==> config.mk <==
export PLATFORM = sky130hd
export DESIGN_NAME = lbe_tester
export DESIGN_NICKNAME = d
export VERILOG_FILES = /design/src/verilog/lbe_pkg.sv /design/src/verilog/lbe_pattern_gen.sv /design/src/verilog/lbe_tester.sv
export SDC_FILE = /design/constraint.sdc
export NUM_CORES = 1
export LEC_CHECK = 0
export ABC_AREA = 1
export BUFFER_PORTS_ARGS = -buffer_cell sky130_fd_sc_hd__buf_2
export CORE_UTILIZATION = 32
export CTS_CLUSTER_SIZE = 20
export DETAILED_ROUTE_END_ITERATION = 7
export SLEW_MARGIN = 20
export SYNTH_ARGS = -nofsm -noshare
export SYNTH_HDL_FRONTEND = slang
export SYNTH_HIERARCHICAL = 1
export SYNTH_SLANG_ARGS = --single-unit
export TNS_END_PERCENT = 10
==> constraint.sdc <==
create_clock -name i_clk_sys -period 4.71 [get_ports i_clk_sys]
set_input_delay 0.942 -clock i_clk_sys [delete_from_list [all_inputs] [get_ports i_clk_sys]]
set_output_delay 0.942 -clock i_clk_sys [all_outputs]
set_load 0.03 [all_outputs]
==> src/verilog/lbe_pkg.sv <==
// Shared constants, modes and helpers for the line tester and error inserter
package lbe_pkg;

  // Pattern selection
  typedef enum logic [2:0] {
    PM_PRBS7  = 3'h0,
    PM_PRBS11 = 3'h1,
    PM_PRBS15 = 3'h2,
    PM_QRSS   = 3'h3,
    PM_REPEAT = 3'h4,
    PM_ALTW   = 3'h5,
    PM_DALY   = 3'h6
  } lbe_mode_e;

  // Receive synchroniser states
  typedef enum logic [0:0] {
    SY_HUNT = 1'b0,
    SY_LOCK = 1'b1
  } lbe_sync_e;

  // Widths
  localparam int unsigned PAT_W   = 32;
  localparam int unsigned WORD_W  = 16;
  localparam int unsigned ALT_W   = 8;
  localparam int unsigned LFSR_W  = 20;
  localparam int unsigned RATE_W  = 4;
  localparam int unsigned ICNT_W  = 16;
  localparam int unsigned STAT_W  = 4;

  // Status and info bit positions
  localparam int unsigned ST_SYNC = 0;
  localparam int unsigned ST_BERR = 1;
  localparam int unsigned ST_BOVF = 2;
  localparam int unsigned ST_EOVF = 3;

  // Event mask bit positions
  localparam int unsigned MK_SYNC = 0;
  localparam int unsigned MK_BERR = 1;
  localparam int unsigned MK_OVF  = 2;

  // Synchroniser thresholds
  localparam logic [5:0] SYNC_MATCH_LAST = 6'h1f;
  localparam logic [2:0] LOSS_ERRS       = 3'h6;
  localparam logic [4:0] QRSS_ZERO_RUN   = 5'h0e;

  // Last count of an insertion interval: 1 in 2**field bits
  function automatic logic [ICNT_W-1:0] lbe_rate_last(input logic [RATE_W-1:0] field);
    lbe_rate_last = (16'h0001 << field) - 16'h0001;
  endfunction

  // Pseudorandom modes seed the receive reference from the line
  function automatic logic lbe_is_prbs(input lbe_mode_e mode);
    lbe_is_prbs = (mode == PM_PRBS7) || (mode == PM_PRBS11) ||
                  (mode == PM_PRBS15) || (mode == PM_QRSS);
  endfunction

endpackage

==> src/verilog/lbe_pattern_gen.sv <==
// Pattern engine shared by the transmit generator and the receive reference
`timescale 1ns/100ps
module lbe_pattern_gen (
  // Clock and reset
  input  wire logic                        i_clk_sys,
  input  wire logic                        i_reset,
  // Configuration
  input  wire lbe_pkg::lbe_mode_e          i_mode,
  input  wire logic [lbe_pkg::PAT_W-1:0]   i_pattern,
  input  wire logic [lbe_pkg::ALT_W-1:0]   i_alt_count,
  // Sequencing
  input  wire logic                        i_load,
  input  wire logic                        i_step,
  input  wire logic                        i_seed_en,
  input  wire logic                        i_seed_bit,
  // Current pattern bit
  output logic                             o_bit
);
  import lbe_pkg::*;

  logic [LFSR_W-1:0] lfsr_q;
  logic [PAT_W-1:0]  rot_q;
  logic [3:0]        bidx_q;
  logic [ALT_W-1:0]  rep_q;
  logic              word_q;
  logic [4:0]        zrun_q;
  logic              fb;

  // Feedback taps per polynomial
  always_comb begin
    case (i_mode)
      PM_PRBS7:  fb = lfsr_q[6] ^ lfsr_q[5];
      PM_PRBS11: fb = lfsr_q[10] ^ lfsr_q[8];
      PM_PRBS15: fb = lfsr_q[14] ^ lfsr_q[13];
      default:   fb = lfsr_q[19] ^ lfsr_q[16];
    endcase
  end

  // Output select; the rightmost pattern bit goes first
  always_comb begin
    case (i_mode)
      PM_QRSS:   o_bit = (zrun_q >= QRSS_ZERO_RUN) ? 1'b1 : fb;  // Zero suppression
      PM_REPEAT: o_bit = rot_q[0];  // see [RULE2]
      PM_DALY:   o_bit = rot_q[0];  // see [RULE1]
      PM_ALTW:   o_bit = word_q ? i_pattern[WORD_W + 32'(bidx_q)] : i_pattern[bidx_q];  // see [RULE12]
      default:   o_bit = fb;  // see [RULE1]
    endcase
  end

  // Shift register; loading from the all-ones pattern keeps it off the lock-up state
  always_ff @(posedge i_clk_sys) begin
    if (i_reset || i_load) begin
      lfsr_q <= i_pattern[LFSR_W-1:0];
    end else if (i_step) begin
      lfsr_q <= {lfsr_q[LFSR_W-2:0], i_seed_en ? i_seed_bit : fb};
    end
  end

  // Zero run length for the suppression rule
  always_ff @(posedge i_clk_sys) begin
    if (i_reset || i_load) begin
      zrun_q <= 5'h00;
    end else if (i_step) begin
      zrun_q <= o_bit ? 5'h00 : ((zrun_q == QRSS_ZERO_RUN) ? zrun_q : zrun_q + 5'h01);
    end
  end

  // Repeating pattern rotates right
  always_ff @(posedge i_clk_sys) begin
    if (i_reset || i_load) begin
      rot_q <= i_pattern;
    end else if (i_step) begin
      rot_q <= {rot_q[0], rot_q[PAT_W-1:1]};  // see [RULE2]
    end
  end

  // Alternating words: flip after the programmed word count (count 0 means one word)
  always_ff @(posedge i_clk_sys) begin
    if (i_reset || i_load) begin
      bidx_q <= 4'h0;
      rep_q  <= '0;
      word_q <= 1'b0;
    end else if (i_step) begin
      bidx_q <= bidx_q + 4'h1;
      if (bidx_q == 4'hf) begin
        if (rep_q == i_alt_count) begin
          rep_q  <= '0;
          word_q <= ~word_q;  // see [RULE3]
        end else begin
          rep_q <= rep_q + 8'h01;
        end
      end
    end
  end

endmodule

==> src/verilog/lbe_tester.sv <==
// Per-port bit-error-rate tester and T1 payload error inserter
//
// Notes on behaviour
// [RULE1] Generate and check PRBS 2E7, 2E11, 2E15, QRSS and the Daly pattern.
// [RULE2] Repeating user pattern of one to thirty-two bits, sent and checked.
// [RULE3] Two alternating 16-bit words, flipping after 1 to 256 words.
// [RULE4] Sync change, bit error and overflow events, each maskable, cause readable.
// [RULE5] Host configures the interface mux before the tester goes active.
// [RULE6] Latched status flags each sync change, bit error or counter overflow.
// [RULE7] Direction bit points the tester at network or backplane side.
// [RULE8] Per-channel selector bits pick transmit and receive timeslots used.
// [RULE9] In T1, separate enables let the tester use the framing bit.
// [RULE10] Host replicates short patterns to 32 bits; rightmost bit first.
// [RULE11] Host loads all pattern bytes with ones for pseudorandom modes.
// [RULE12] Alternating words: low half first word, high half second word.
// [RULE13] In sync, 32-bit bit counter counts each bit, saturates, flags overflow.
// [RULE14] In sync, 24-bit error counter counts errors, saturates, flags overflow.
// [RULE15] Toggling latch/clear clears both counters.
// [RULE16] Error inserter is T1 transmit only, whole frame or chosen channels.
// [RULE17] Last bit of each rate interval inverted; framing bits never counted.
// [RULE18] Error rate changes take effect only on a frame boundary.
// [RULE19] Rate field zero produces no errors even in continuous mode.
// [RULE20] Continuous bit set inserts errors at the rate without limit.
// [RULE21] Host clears continuous, loads count, raises load bit to start.
// [RULE22] Ten-bit error count up to 1023; remaining count always readable.
// [RULE23] Latched flags set on event, clear when the host reads them.
// [RULE24] A new start during counted insertion replaces the remaining count.
`timescale 1ns/100ps
module lbe_tester #(
  parameter int unsigned BIT_CNT_W = 32,
  parameter int unsigned ERR_CNT_W = 24,
  parameter int unsigned NOE_W     = 10
) (
  // Clock and reset
  input  wire logic                          i_clk_sys,
  input  wire logic                          i_reset,
  // Tester configuration
  input  wire logic                          i_tester_enable,
  input  wire logic                          i_dir_backplane,
  input  wire logic                          i_tx_fbit_use,
  input  wire logic                          i_rx_fbit_use,
  input  wire lbe_pkg::lbe_mode_e            i_pattern_mode,
  input  wire logic [lbe_pkg::PAT_W-1:0]     i_pattern,
  input  wire logic [lbe_pkg::ALT_W-1:0]     i_alt_word_repeat_count,
  input  wire logic                          i_latch_clear_counters,
  input  wire logic [2:0]                    i_event_mask,
  input  wire logic                          i_status_read,
  // Error inserter configuration
  input  wire logic [lbe_pkg::RATE_W-1:0]    i_error_rate_field,
  input  wire logic                          i_continuous,
  input  wire logic                          i_load_error_count,
  input  wire logic [NOE_W-1:0]              i_error_count_load,
  input  wire logic                          i_err_all_channels,
  // Framer data path timing and slot selection
  input  wire logic                          i_t1_mode,
  input  wire logic                          i_bit_stb,
  input  wire logic                          i_frame_start,
  input  wire logic                          i_fbit,
  input  wire logic                          i_tx_timeslot_select,
  input  wire logic                          i_rx_timeslot_select,
  input  wire logic                          i_err_timeslot_select,
  input  wire logic                          i_tx_data,
  input  wire logic                          i_rx_data,
  // Data path outputs
  output logic                               o_tx_data,
  output logic                               o_rx_data,
  // Status
  output logic                               o_in_sync,
  output logic [BIT_CNT_W-1:0]               o_bit_count,
  output logic [ERR_CNT_W-1:0]               o_error_count,
  output logic [lbe_pkg::STAT_W-1:0]         o_tester_event_info,
  output logic [lbe_pkg::STAT_W-1:0]         o_tester_change_status,
  output logic                               o_event,
  output logic [NOE_W-1:0]                   o_errors_remaining
);
  import lbe_pkg::*;

  // Unsupported widths are refused: counters under 2 bits, remaining count outside 1 to 16
  if (BIT_CNT_W < 2 || ERR_CNT_W < 2 || NOE_W < 1 || NOE_W > 16) begin : g_bad_width
    $error("lbe_tester: unsupported counter width");
  end

  ////////////////////////////////////////////////////////////////////////////////
  // Declarations

  lbe_sync_e             sync_q;
  logic [5:0]            match_q;
  logic [5:0]            win_q;
  logic [2:0]            werr_q;
  logic [BIT_CNT_W-1:0]  bcnt_q;
  logic [ERR_CNT_W-1:0]  ecnt_q;
  logic                  bovf_q;
  logic                  eovf_q;
  logic                  lc_q;
  logic [STAT_W-1:0]     stat_q;
  logic [STAT_W-1:0]     info_q;
  logic                  event_q;
  logic                  tx_q;
  logic                  rx_q;
  logic [RATE_W-1:0]     rate_q;
  logic [ICNT_W-1:0]     icnt_q;
  logic [NOE_W-1:0]      noe_q;
  logic                  load_error_count_q;
  logic                  gen_slot;
  logic                  chk_slot;
  logic                  chk_data;
  logic                  gen_bit;
  logic                  ref_bit;
  logic                  miss;
  logic                  lc_rise;
  logic                  load_rise;
  logic                  ins_slot;
  logic                  ins_hit;
  logic                  frame_edge;
  logic                  bcnt_full;
  logic                  ecnt_full;
  logic [STAT_W-1:0]     ev;

  ////////////////////////////////////////////////////////////////////////////////
  // Slot mapping

  // Framing bit is only usable in T1 and only when its own enable is set
  assign gen_slot = i_bit_stb & i_tester_enable &
                    (i_fbit ? (i_t1_mode & i_tx_fbit_use) : i_tx_timeslot_select);  // see [RULE8] see [RULE9]
  assign chk_slot = i_bit_stb & i_tester_enable &
                    (i_fbit ? (i_t1_mode & i_rx_fbit_use) : i_rx_timeslot_select);  // see [RULE8] see [RULE9]
  // Network side checks the line receive stream, backplane side the transmit stream
  assign chk_data = i_dir_backplane ? i_tx_data : i_rx_data;  // see [RULE7]
  assign miss     = chk_data ^ ref_bit;
  assign lc_rise  = i_latch_clear_counters & ~lc_q;

  ////////////////////////////////////////////////////////////////////////////////
  // Pattern engines; idle tester holds both at the loaded start point

  lbe_pattern_gen u_tx_gen (
    .i_clk_sys   (i_clk_sys),
    .i_reset     (i_reset),
    .i_mode      (i_pattern_mode),
    .i_pattern   (i_pattern),
    .i_alt_count (i_alt_word_repeat_count),
    .i_load      (~i_tester_enable),
    .i_step      (gen_slot),
    .i_seed_en   (1'b0),
    .i_seed_bit  (1'b0),
    .o_bit       (gen_bit)
  );

  // While hunting, PRBS modes seed from the line; fixed patterns slip one bit on a miss
  lbe_pattern_gen u_rx_ref (
    .i_clk_sys   (i_clk_sys),
    .i_reset     (i_reset),
    .i_mode      (i_pattern_mode),
    .i_pattern   (i_pattern),
    .i_alt_count (i_alt_word_repeat_count),
    .i_load      (~i_tester_enable),
    .i_step      (chk_slot & (sync_q == SY_LOCK || lbe_is_prbs(i_pattern_mode) || !miss)),
    .i_seed_en   (sync_q == SY_HUNT),
    .i_seed_bit  (chk_data),
    .o_bit       (ref_bit)
  );

  ////////////////////////////////////////////////////////////////////////////////
  // Receive synchroniser

  // Lock after 32 clean bits; drop after six errors inside a 64-bit window
  always_ff @(posedge i_clk_sys) begin
    if (i_reset || !i_tester_enable) begin
      sync_q  <= SY_HUNT;
      match_q <= 6'h00;
      win_q   <= 6'h00;
      werr_q  <= 3'h0;
    end else if (chk_slot) begin
      case (sync_q)
        SY_HUNT: begin
          match_q <= miss ? 6'h00 : match_q + 6'h01;
          win_q   <= 6'h00;
          werr_q  <= 3'h0;
          if (!miss && match_q == SYNC_MATCH_LAST) begin
            sync_q <= SY_LOCK;
          end
        end
        SY_LOCK: begin
          match_q <= 6'h00;
          win_q   <= win_q + 6'h01;
          if (win_q == 6'h3f) begin
            werr_q <= {2'b00, miss};
          end else if (miss) begin
            werr_q <= werr_q + 3'h1;
          end
          if (miss && werr_q == LOSS_ERRS - 3'h1) begin
            sync_q <= SY_HUNT;
          end
        end
        default: begin
          sync_q <= SY_HUNT;
        end
      endcase
    end
  end

  ////////////////////////////////////////////////////////////////////////////////
  // Bit and error counters

  assign bcnt_full = (bcnt_q == {BIT_CNT_W{1'b1}});
  assign ecnt_full = (ecnt_q == {ERR_CNT_W{1'b1}});

  // Latch/clear edge detector
  always_ff @(posedge i_clk_sys) begin
    if (i_reset) begin
      lc_q <= 1'b0;
    end else begin
      lc_q <= i_latch_clear_counters;
    end
  end

  // Bit counter saturates rather than wrapping so a long run never reads small
  always_ff @(posedge i_clk_sys) begin
    if (i_reset || lc_rise) begin
      bcnt_q <= '0;  // see [RULE15]
      bovf_q <= 1'b0;
    end else if (chk_slot && sync_q == SY_LOCK) begin
      if (bcnt_full) begin
        bovf_q <= 1'b1;  // see [RULE13]
      end else begin
        bcnt_q <= bcnt_q + 1'b1;  // see [RULE13]
      end
    end
  end

  // Error counter, same saturation policy
  always_ff @(posedge i_clk_sys) begin
    if (i_reset || lc_rise) begin
      ecnt_q <= '0;  // see [RULE15]
      eovf_q <= 1'b0;
    end else if (chk_slot && sync_q == SY_LOCK && miss) begin
      if (ecnt_full) begin
        eovf_q <= 1'b1;  // see [RULE14]
      end else begin
        ecnt_q <= ecnt_q + 1'b1;  // see [RULE14]
      end
    end
  end

  ////////////////////////////////////////////////////////////////////////////////
  // Events, latched status and event output

  always_comb begin
    ev          = '0;
    ev[ST_SYNC] = chk_slot && (sync_q == SY_HUNT ? (!miss && match_q == SYNC_MATCH_LAST)
                                                 : (miss && werr_q == LOSS_ERRS - 3'h1));
    ev[ST_BERR] = chk_slot && sync_q == SY_LOCK && miss;
    ev[ST_BOVF] = chk_slot && sync_q == SY_LOCK && bcnt_full && !bovf_q;
    ev[ST_EOVF] = chk_slot && sync_q == SY_LOCK && miss && ecnt_full && !eovf_q;
  end

  // A read clears the flags, but an event in the same cycle still lands
  always_ff @(posedge i_clk_sys) begin
    if (i_reset) begin
      stat_q <= '0;
    end else begin
      stat_q <= (i_status_read ? '0 : stat_q) | ev;  // see [RULE6] see [RULE23]
    end
  end

  // Cause register: live sync, one-cycle bit-error pulse and overflow state
  always_ff @(posedge i_clk_sys) begin
    if (i_reset) begin
      info_q <= '0;
    end else begin
      info_q[ST_SYNC] <= (sync_q == SY_LOCK);  // see [RULE4]
      info_q[ST_BERR] <= ev[ST_BERR];
      info_q[ST_BOVF] <= bovf_q;
      info_q[ST_EOVF] <= eovf_q;
    end
  end

  // Masked events combine onto one flag
  always_ff @(posedge i_clk_sys) begin
    if (i_reset) begin
      event_q <= 1'b0;
    end else begin
      event_q <= (stat_q[ST_SYNC] & ~i_event_mask[MK_SYNC]) |
                 (stat_q[ST_BERR] & ~i_event_mask[MK_BERR]) |
                 ((stat_q[ST_BOVF] | stat_q[ST_EOVF]) & ~i_event_mask[MK_OVF]);  // see [RULE4]
    end
  end

  ////////////////////////////////////////////////////////////////////////////////
  // Payload error inserter

  assign frame_edge = i_bit_stb & i_frame_start;
  assign load_rise  = i_load_error_count & ~load_error_count_q;
  assign ins_slot   = i_bit_stb & i_t1_mode & ~i_fbit &
                      (i_err_all_channels | i_err_timeslot_select);  // see [RULE16] see [RULE17]
  assign ins_hit    = ins_slot && rate_q != '0 && icnt_q == lbe_rate_last(rate_q) &&
                      (i_continuous || noe_q != '0);  // see [RULE19] see [RULE20]

  // Rate is sampled only at the frame start so a frame never mixes two rates
  always_ff @(posedge i_clk_sys) begin
    if (i_reset) begin
      rate_q <= '0;
    end else if (frame_edge) begin
      rate_q <= i_error_rate_field;  // see [RULE18]
    end
  end

  // Interval counter restarts when the rate actually changes
  always_ff @(posedge i_clk_sys) begin
    if (i_reset || (frame_edge && i_error_rate_field != rate_q)) begin
      icnt_q <= '0;
    end else if (ins_slot && rate_q != '0) begin
      icnt_q <= (icnt_q == lbe_rate_last(rate_q)) ? '0 : icnt_q + 16'h0001;  // see [RULE17]
    end
  end

  // Remaining count; a new start overrides any decrement in the same cycle
  always_ff @(posedge i_clk_sys) begin
    if (i_reset) begin
      noe_q  <= '0;
      load_error_count_q <= 1'b0;
    end else begin
      load_error_count_q <= i_load_error_count;
      if (load_rise) begin
        noe_q <= i_error_count_load;  // see [RULE22] see [RULE24]
      end else if (ins_hit && !i_continuous) begin
        noe_q <= noe_q - 1'b1;  // see [RULE22]
      end
    end
  end

  ////////////////////////////////////////////////////////////////////////////////
  // Data path outputs

  // Generator replaces the stream facing the chosen side; errors only ever hit transmit
  always_ff @(posedge i_clk_sys) begin
    if (i_reset) begin
      tx_q <= 1'b1;
      rx_q <= 1'b1;
    end else if (i_bit_stb) begin
      tx_q <= ((gen_slot && !i_dir_backplane) ? gen_bit : i_tx_data) ^ ins_hit;  // see [RULE7] see [RULE16]
      rx_q <= (gen_slot && i_dir_backplane) ? gen_bit : i_rx_data;  // see [RULE7]
    end
  end

  assign o_tx_data              = tx_q;
  assign o_rx_data              = rx_q;
  assign o_in_sync              = (sync_q == SY_LOCK);
  assign o_bit_count            = bcnt_q;
  assign o_error_count          = ecnt_q;
  assign o_tester_event_info    = info_q;
  assign o_tester_change_status = stat_q;
  assign o_event                = event_q;
  assign o_errors_remaining     = noe_q;
endmodule

==> flow_summary.json <==
{
  "outcome": "finished, final reports clean",
  "r2r_cells": 23,
  "area_growth_pct": 17.3,
  "startpoint_type": "flop",
  "fin_hold_ws_ns": 0.454,
  "antenna_found_initial": 4,
  "worstSkewPairLatency_ns": 0.57,
  "clock_sink_count": 257,
  "end_kind": "flop",
  "fillers": 4467,
  "hold_class": "flop to flop",
  "final_layout_size_suffix_gt1_frac": 0.132,
  "relSlewSlack": 0.326,
  "overflow": 0,
  "cts_root_buf": "clkbuf_16",
  "critPathCapture": "u_rx_ref/rep_q[7]",
  "final_cell_mix": "655 x nand2_1, 208 x inv_1, 185 x nor2_1, 157 x buf_2, 153 x dfxtp_1",
  "cts_buffers": 31,
  "vdd_ir_drop_max_mv": 0.306,
  "dr.pass1.iters": 6,
  "io_buffers": 157,
  "synth_cell_types": 44,
  "grt_use_total": 0.176,
  "synth_top_flop_cell": "dfxtp_1",
  "timing.critical_path.arrival_ns": 4.10,
  "r2r_slack_ns": 1.10,
  "fin_tns_setup_ns": 0,
  "dp_hpwl_um": 28500,
  "die_y_um": 210,
  "viasPerCell": 4.84,
  "clk_path_buf_depth": 3,
  "maxSlewViolCount": 0,
  "p_leak_nw": 6.95,
  "drc_errors": 0,
  "async_flop_share": 0,
  "core_sq_mm": 0.0423,
  "hold_violations": 0,
  "drt_iter0_markers": 893,
  "die-area_sq_mm": 0.0442,
  "setup_viol": 0,
  "powerDensity_mw_per_mm2": 330,
  "place_congestion": 0.889,
  "syn_area_per_cell_sq_um": 7.21,
  "cp-startpoint": "u_rx_ref/bidx_q[1]",
  "io_pins": 158,
  "rr_endpoint": "u_rx_ref/rep_q[7]",
  "grt_start_max_net_pins": 65,
  "cts_tree": "yes",
  "htree_levels": 1,
  "min_from": "bovf_q",
  "critical_path_class": "flop to flop",
  "synth_edf_count": 104,
  "postRouteAntennaNets": 0,
  "die_w_um": 210,
  "max_freq_mhz": 277,
  "path_max_fanout": 12,
  "grt_first_pass_wirelength_um": 63400,
  "ys_ff_latch": 257,
  "grt_pass1_vias": 12400,
  "clkTransAtPathRegs_ns": 0.06,
  "reg2reg_from": "u_rx_ref/bidx_q[1]",
  "layout.nets": 2174,
  "min_period_ns": 3.61,
  "post_drt_wl_per_cell_um": 14.6,
  "worst_pin_slew_ns": 1.01,
  "rsz0062_at_grt": "false",
  "multiInputGateArea_sq_mm": 0.00663,
  "synth_cells": 1926,
  "initial_utilization": 0.328,
  "register_area_sq_mm": 0.00619,
  "finClkSkew_ns": 0.0134,
  "num_rows": 75,
  "required_ns": 5.20,
  "final_common_cell": "nand2_1",
  "cts_hold_buf": 0,
  "yosysWarnings": 6,
  "cts.repair.resized": 0,
  "netlist_area_sq_mm": 0.0139,
  "ys_seq_area_frac": 0.446,
  "final.period_utilization": 0.766,
  "wirelength_um": 39100,
  "max_cap_viol_count": 0,
  "vias": 13000,
  "post-cts-setup-buffers": 0
}
-- cell usage after synthesis, types with 2 or more instances --
cell | instances | area (sq um)
or2_2 | 9 | 56.3
nand2_2 | 12 | 75.1
buf_4 | 7 | 52.6
a31oi_1 | 9 | 56.3
a21oi_1 | 103 | 515
nand3_1 | 104 | 521
o21ai_0 | 81 | 405
o21a_1 | 3 | 22.5
o31ai_1 | 2 | 15.0
nand2_4 | 4 | 45.0
nor2_4 | 6 | 67.6
dfxtp_1 | 153 | 3060
xnor2_1 | 26 | 228
nand2_1 | 657 | 2470
buf_6 | 4 | 45.0
a221oi_1 | 5 | 43.8
inv_4 | 2 | 12.5
nand3b_1 | 2 | 15.0
nor3_1 | 40 | 200
o21ai_1 | 4 | 20.0
inv_1 | 209 | 785
buf_2 | 8 | 40.0
inv_2 | 7 | 26.3
nor2_1 | 187 | 702
o211ai_1 | 2 | 15.0
nand4_1 | 28 | 175
ha_1 | 17 | 213
nor3b_1 | 11 | 82.6
nor2_2 | 10 | 62.6
nor4_1 | 19 | 119
edfxtp_1 | 104 | 3120
o2111ai_1 | 2 | 17.5
clkbuf_1 | 35 | 131
xor2_1 | 42 | 368
a211oi_1 | 3 | 22.5
-- sequential cells by signal (all words and copies together) (netlist names), 3 cells and up --
register                cells
o_tester_event_info         4
o_error_count              24
u_rx_ref/rep_q              8
match_q                     6
o_tester_change_status      4
u_rx_ref/lfsr_q            20
icnt_q                     16
u_tx_gen/zrun_q             5
u_tx_gen/bidx_q             4
o_bit_count                32
werr_q                      3
u_rx_ref/zrun_q             5
u_rx_ref/bidx_q             4
u_tx_gen/rot_q             32
o_errors_remaining         10
u_rx_ref/rot_q             32
rate_q                      4
u_tx_gen/lfsr_q            20
win_q                       6
u_tx_gen/rep_q              8
-- worst min-delay path by stage --
stage	slack, ns	endpoint	cells after the start
after global placement	0.44	o_tester_event_info[2]	2
after floorplan	0.42	o_tester_event_info[2]	2
after detailed placement	0.44	o_tester_event_info[2]	2
after global routing	0.48	o_tester_event_info[2]	2
final	0.45	o_tester_event_info[2]	2
after CTS	0.46	o_tester_event_info[2]	2
-- per-layer routing --
layer / vias up / routed length, um / GRT usage
met5: - / 8 / 0
met4: 2 / 1180 / 0.0584
met3: 78 / 2760 / 0.0377
met2: 422 / 17900 / 0.294
met1: 5985 / 17300 / 0.226
li1: 6508 / - / -
-- through the flow --
step	instance area, sq um	utilization	instances	worst slack (ns)	power, W
after floorplan	13900	-	1928	0.783	0.00287
after global placement	15300	0.361	2621	0.909	0.00304
after detailed placement	15300	0.361	2621	0.801	0.00305
after CTS	16300	0.384	2678	1.10	0.00544
after global routing	16300	0.384	2679	0.706	0.00561
final	16300	0.385	2683	1.10	0.00538
-- worst max-delay path, cell delays in order (launching register included) --
cell and delay, ns:
dfxtp_1 0.41, buf_4 0.21, inv_2 0.22, nand3_1 0.13, a21oi_1 0.26, nor2_1 0.06, nand2_1 0.06, nand3_1 0.08
nand2_2 0.08, nand2_4 0.08, inv_1 0.08, inv_1 0.05, nand2_1 0.07, nand2_2 0.11, nand3_1 0.10, nand2_1 0.07
inv_1 0.29, nand2_1 0.22, nor2_4 0.21, nand4_1 0.13, nor2_1 0.15, nand2_1 0.08, or2_2 0.27, a21oi_1 0.11
-- kinds of logic after synthesis --
| family | Yosys count | synth area share |
|---|---|---|
| compound gates | 217 | 0.0833 |
| simple gates | 1092 | 0.333 |
| flops | 257 | 0.446 |
| mux | 1 | 0.000721 |
| xor+xnor | 68 | 0.0429 |
| other cells | 1 | 0.000270 |
| fa+ha+maj | 17 | 0.0153 |
| buf+inv | 273 | 0.0789 |
-- layout make-up --
class,count,area share
clock inverter,19,0.00938
timing repair buffer,170,0.0550
sequential,257,0.380
multi-input combinational,1398,0.407
tap,577,0.0443
inverter,219,0.0508
antenna,5,0.000768
clock buffer,38,0.0524
-- power by group --
part / total [W] / internal [W] / switching (W)
Clock: 0.00238 / 0.00139 / 0.000984
Combinational: 0.000508 / 0.000161 / 0.000348
Sequential: 0.00249 / 0.00244 / 0.0000516
Total: 0.00538 / 0.00399 / 0.00138
No activity file was read; power rests on OpenSTA's default activity.
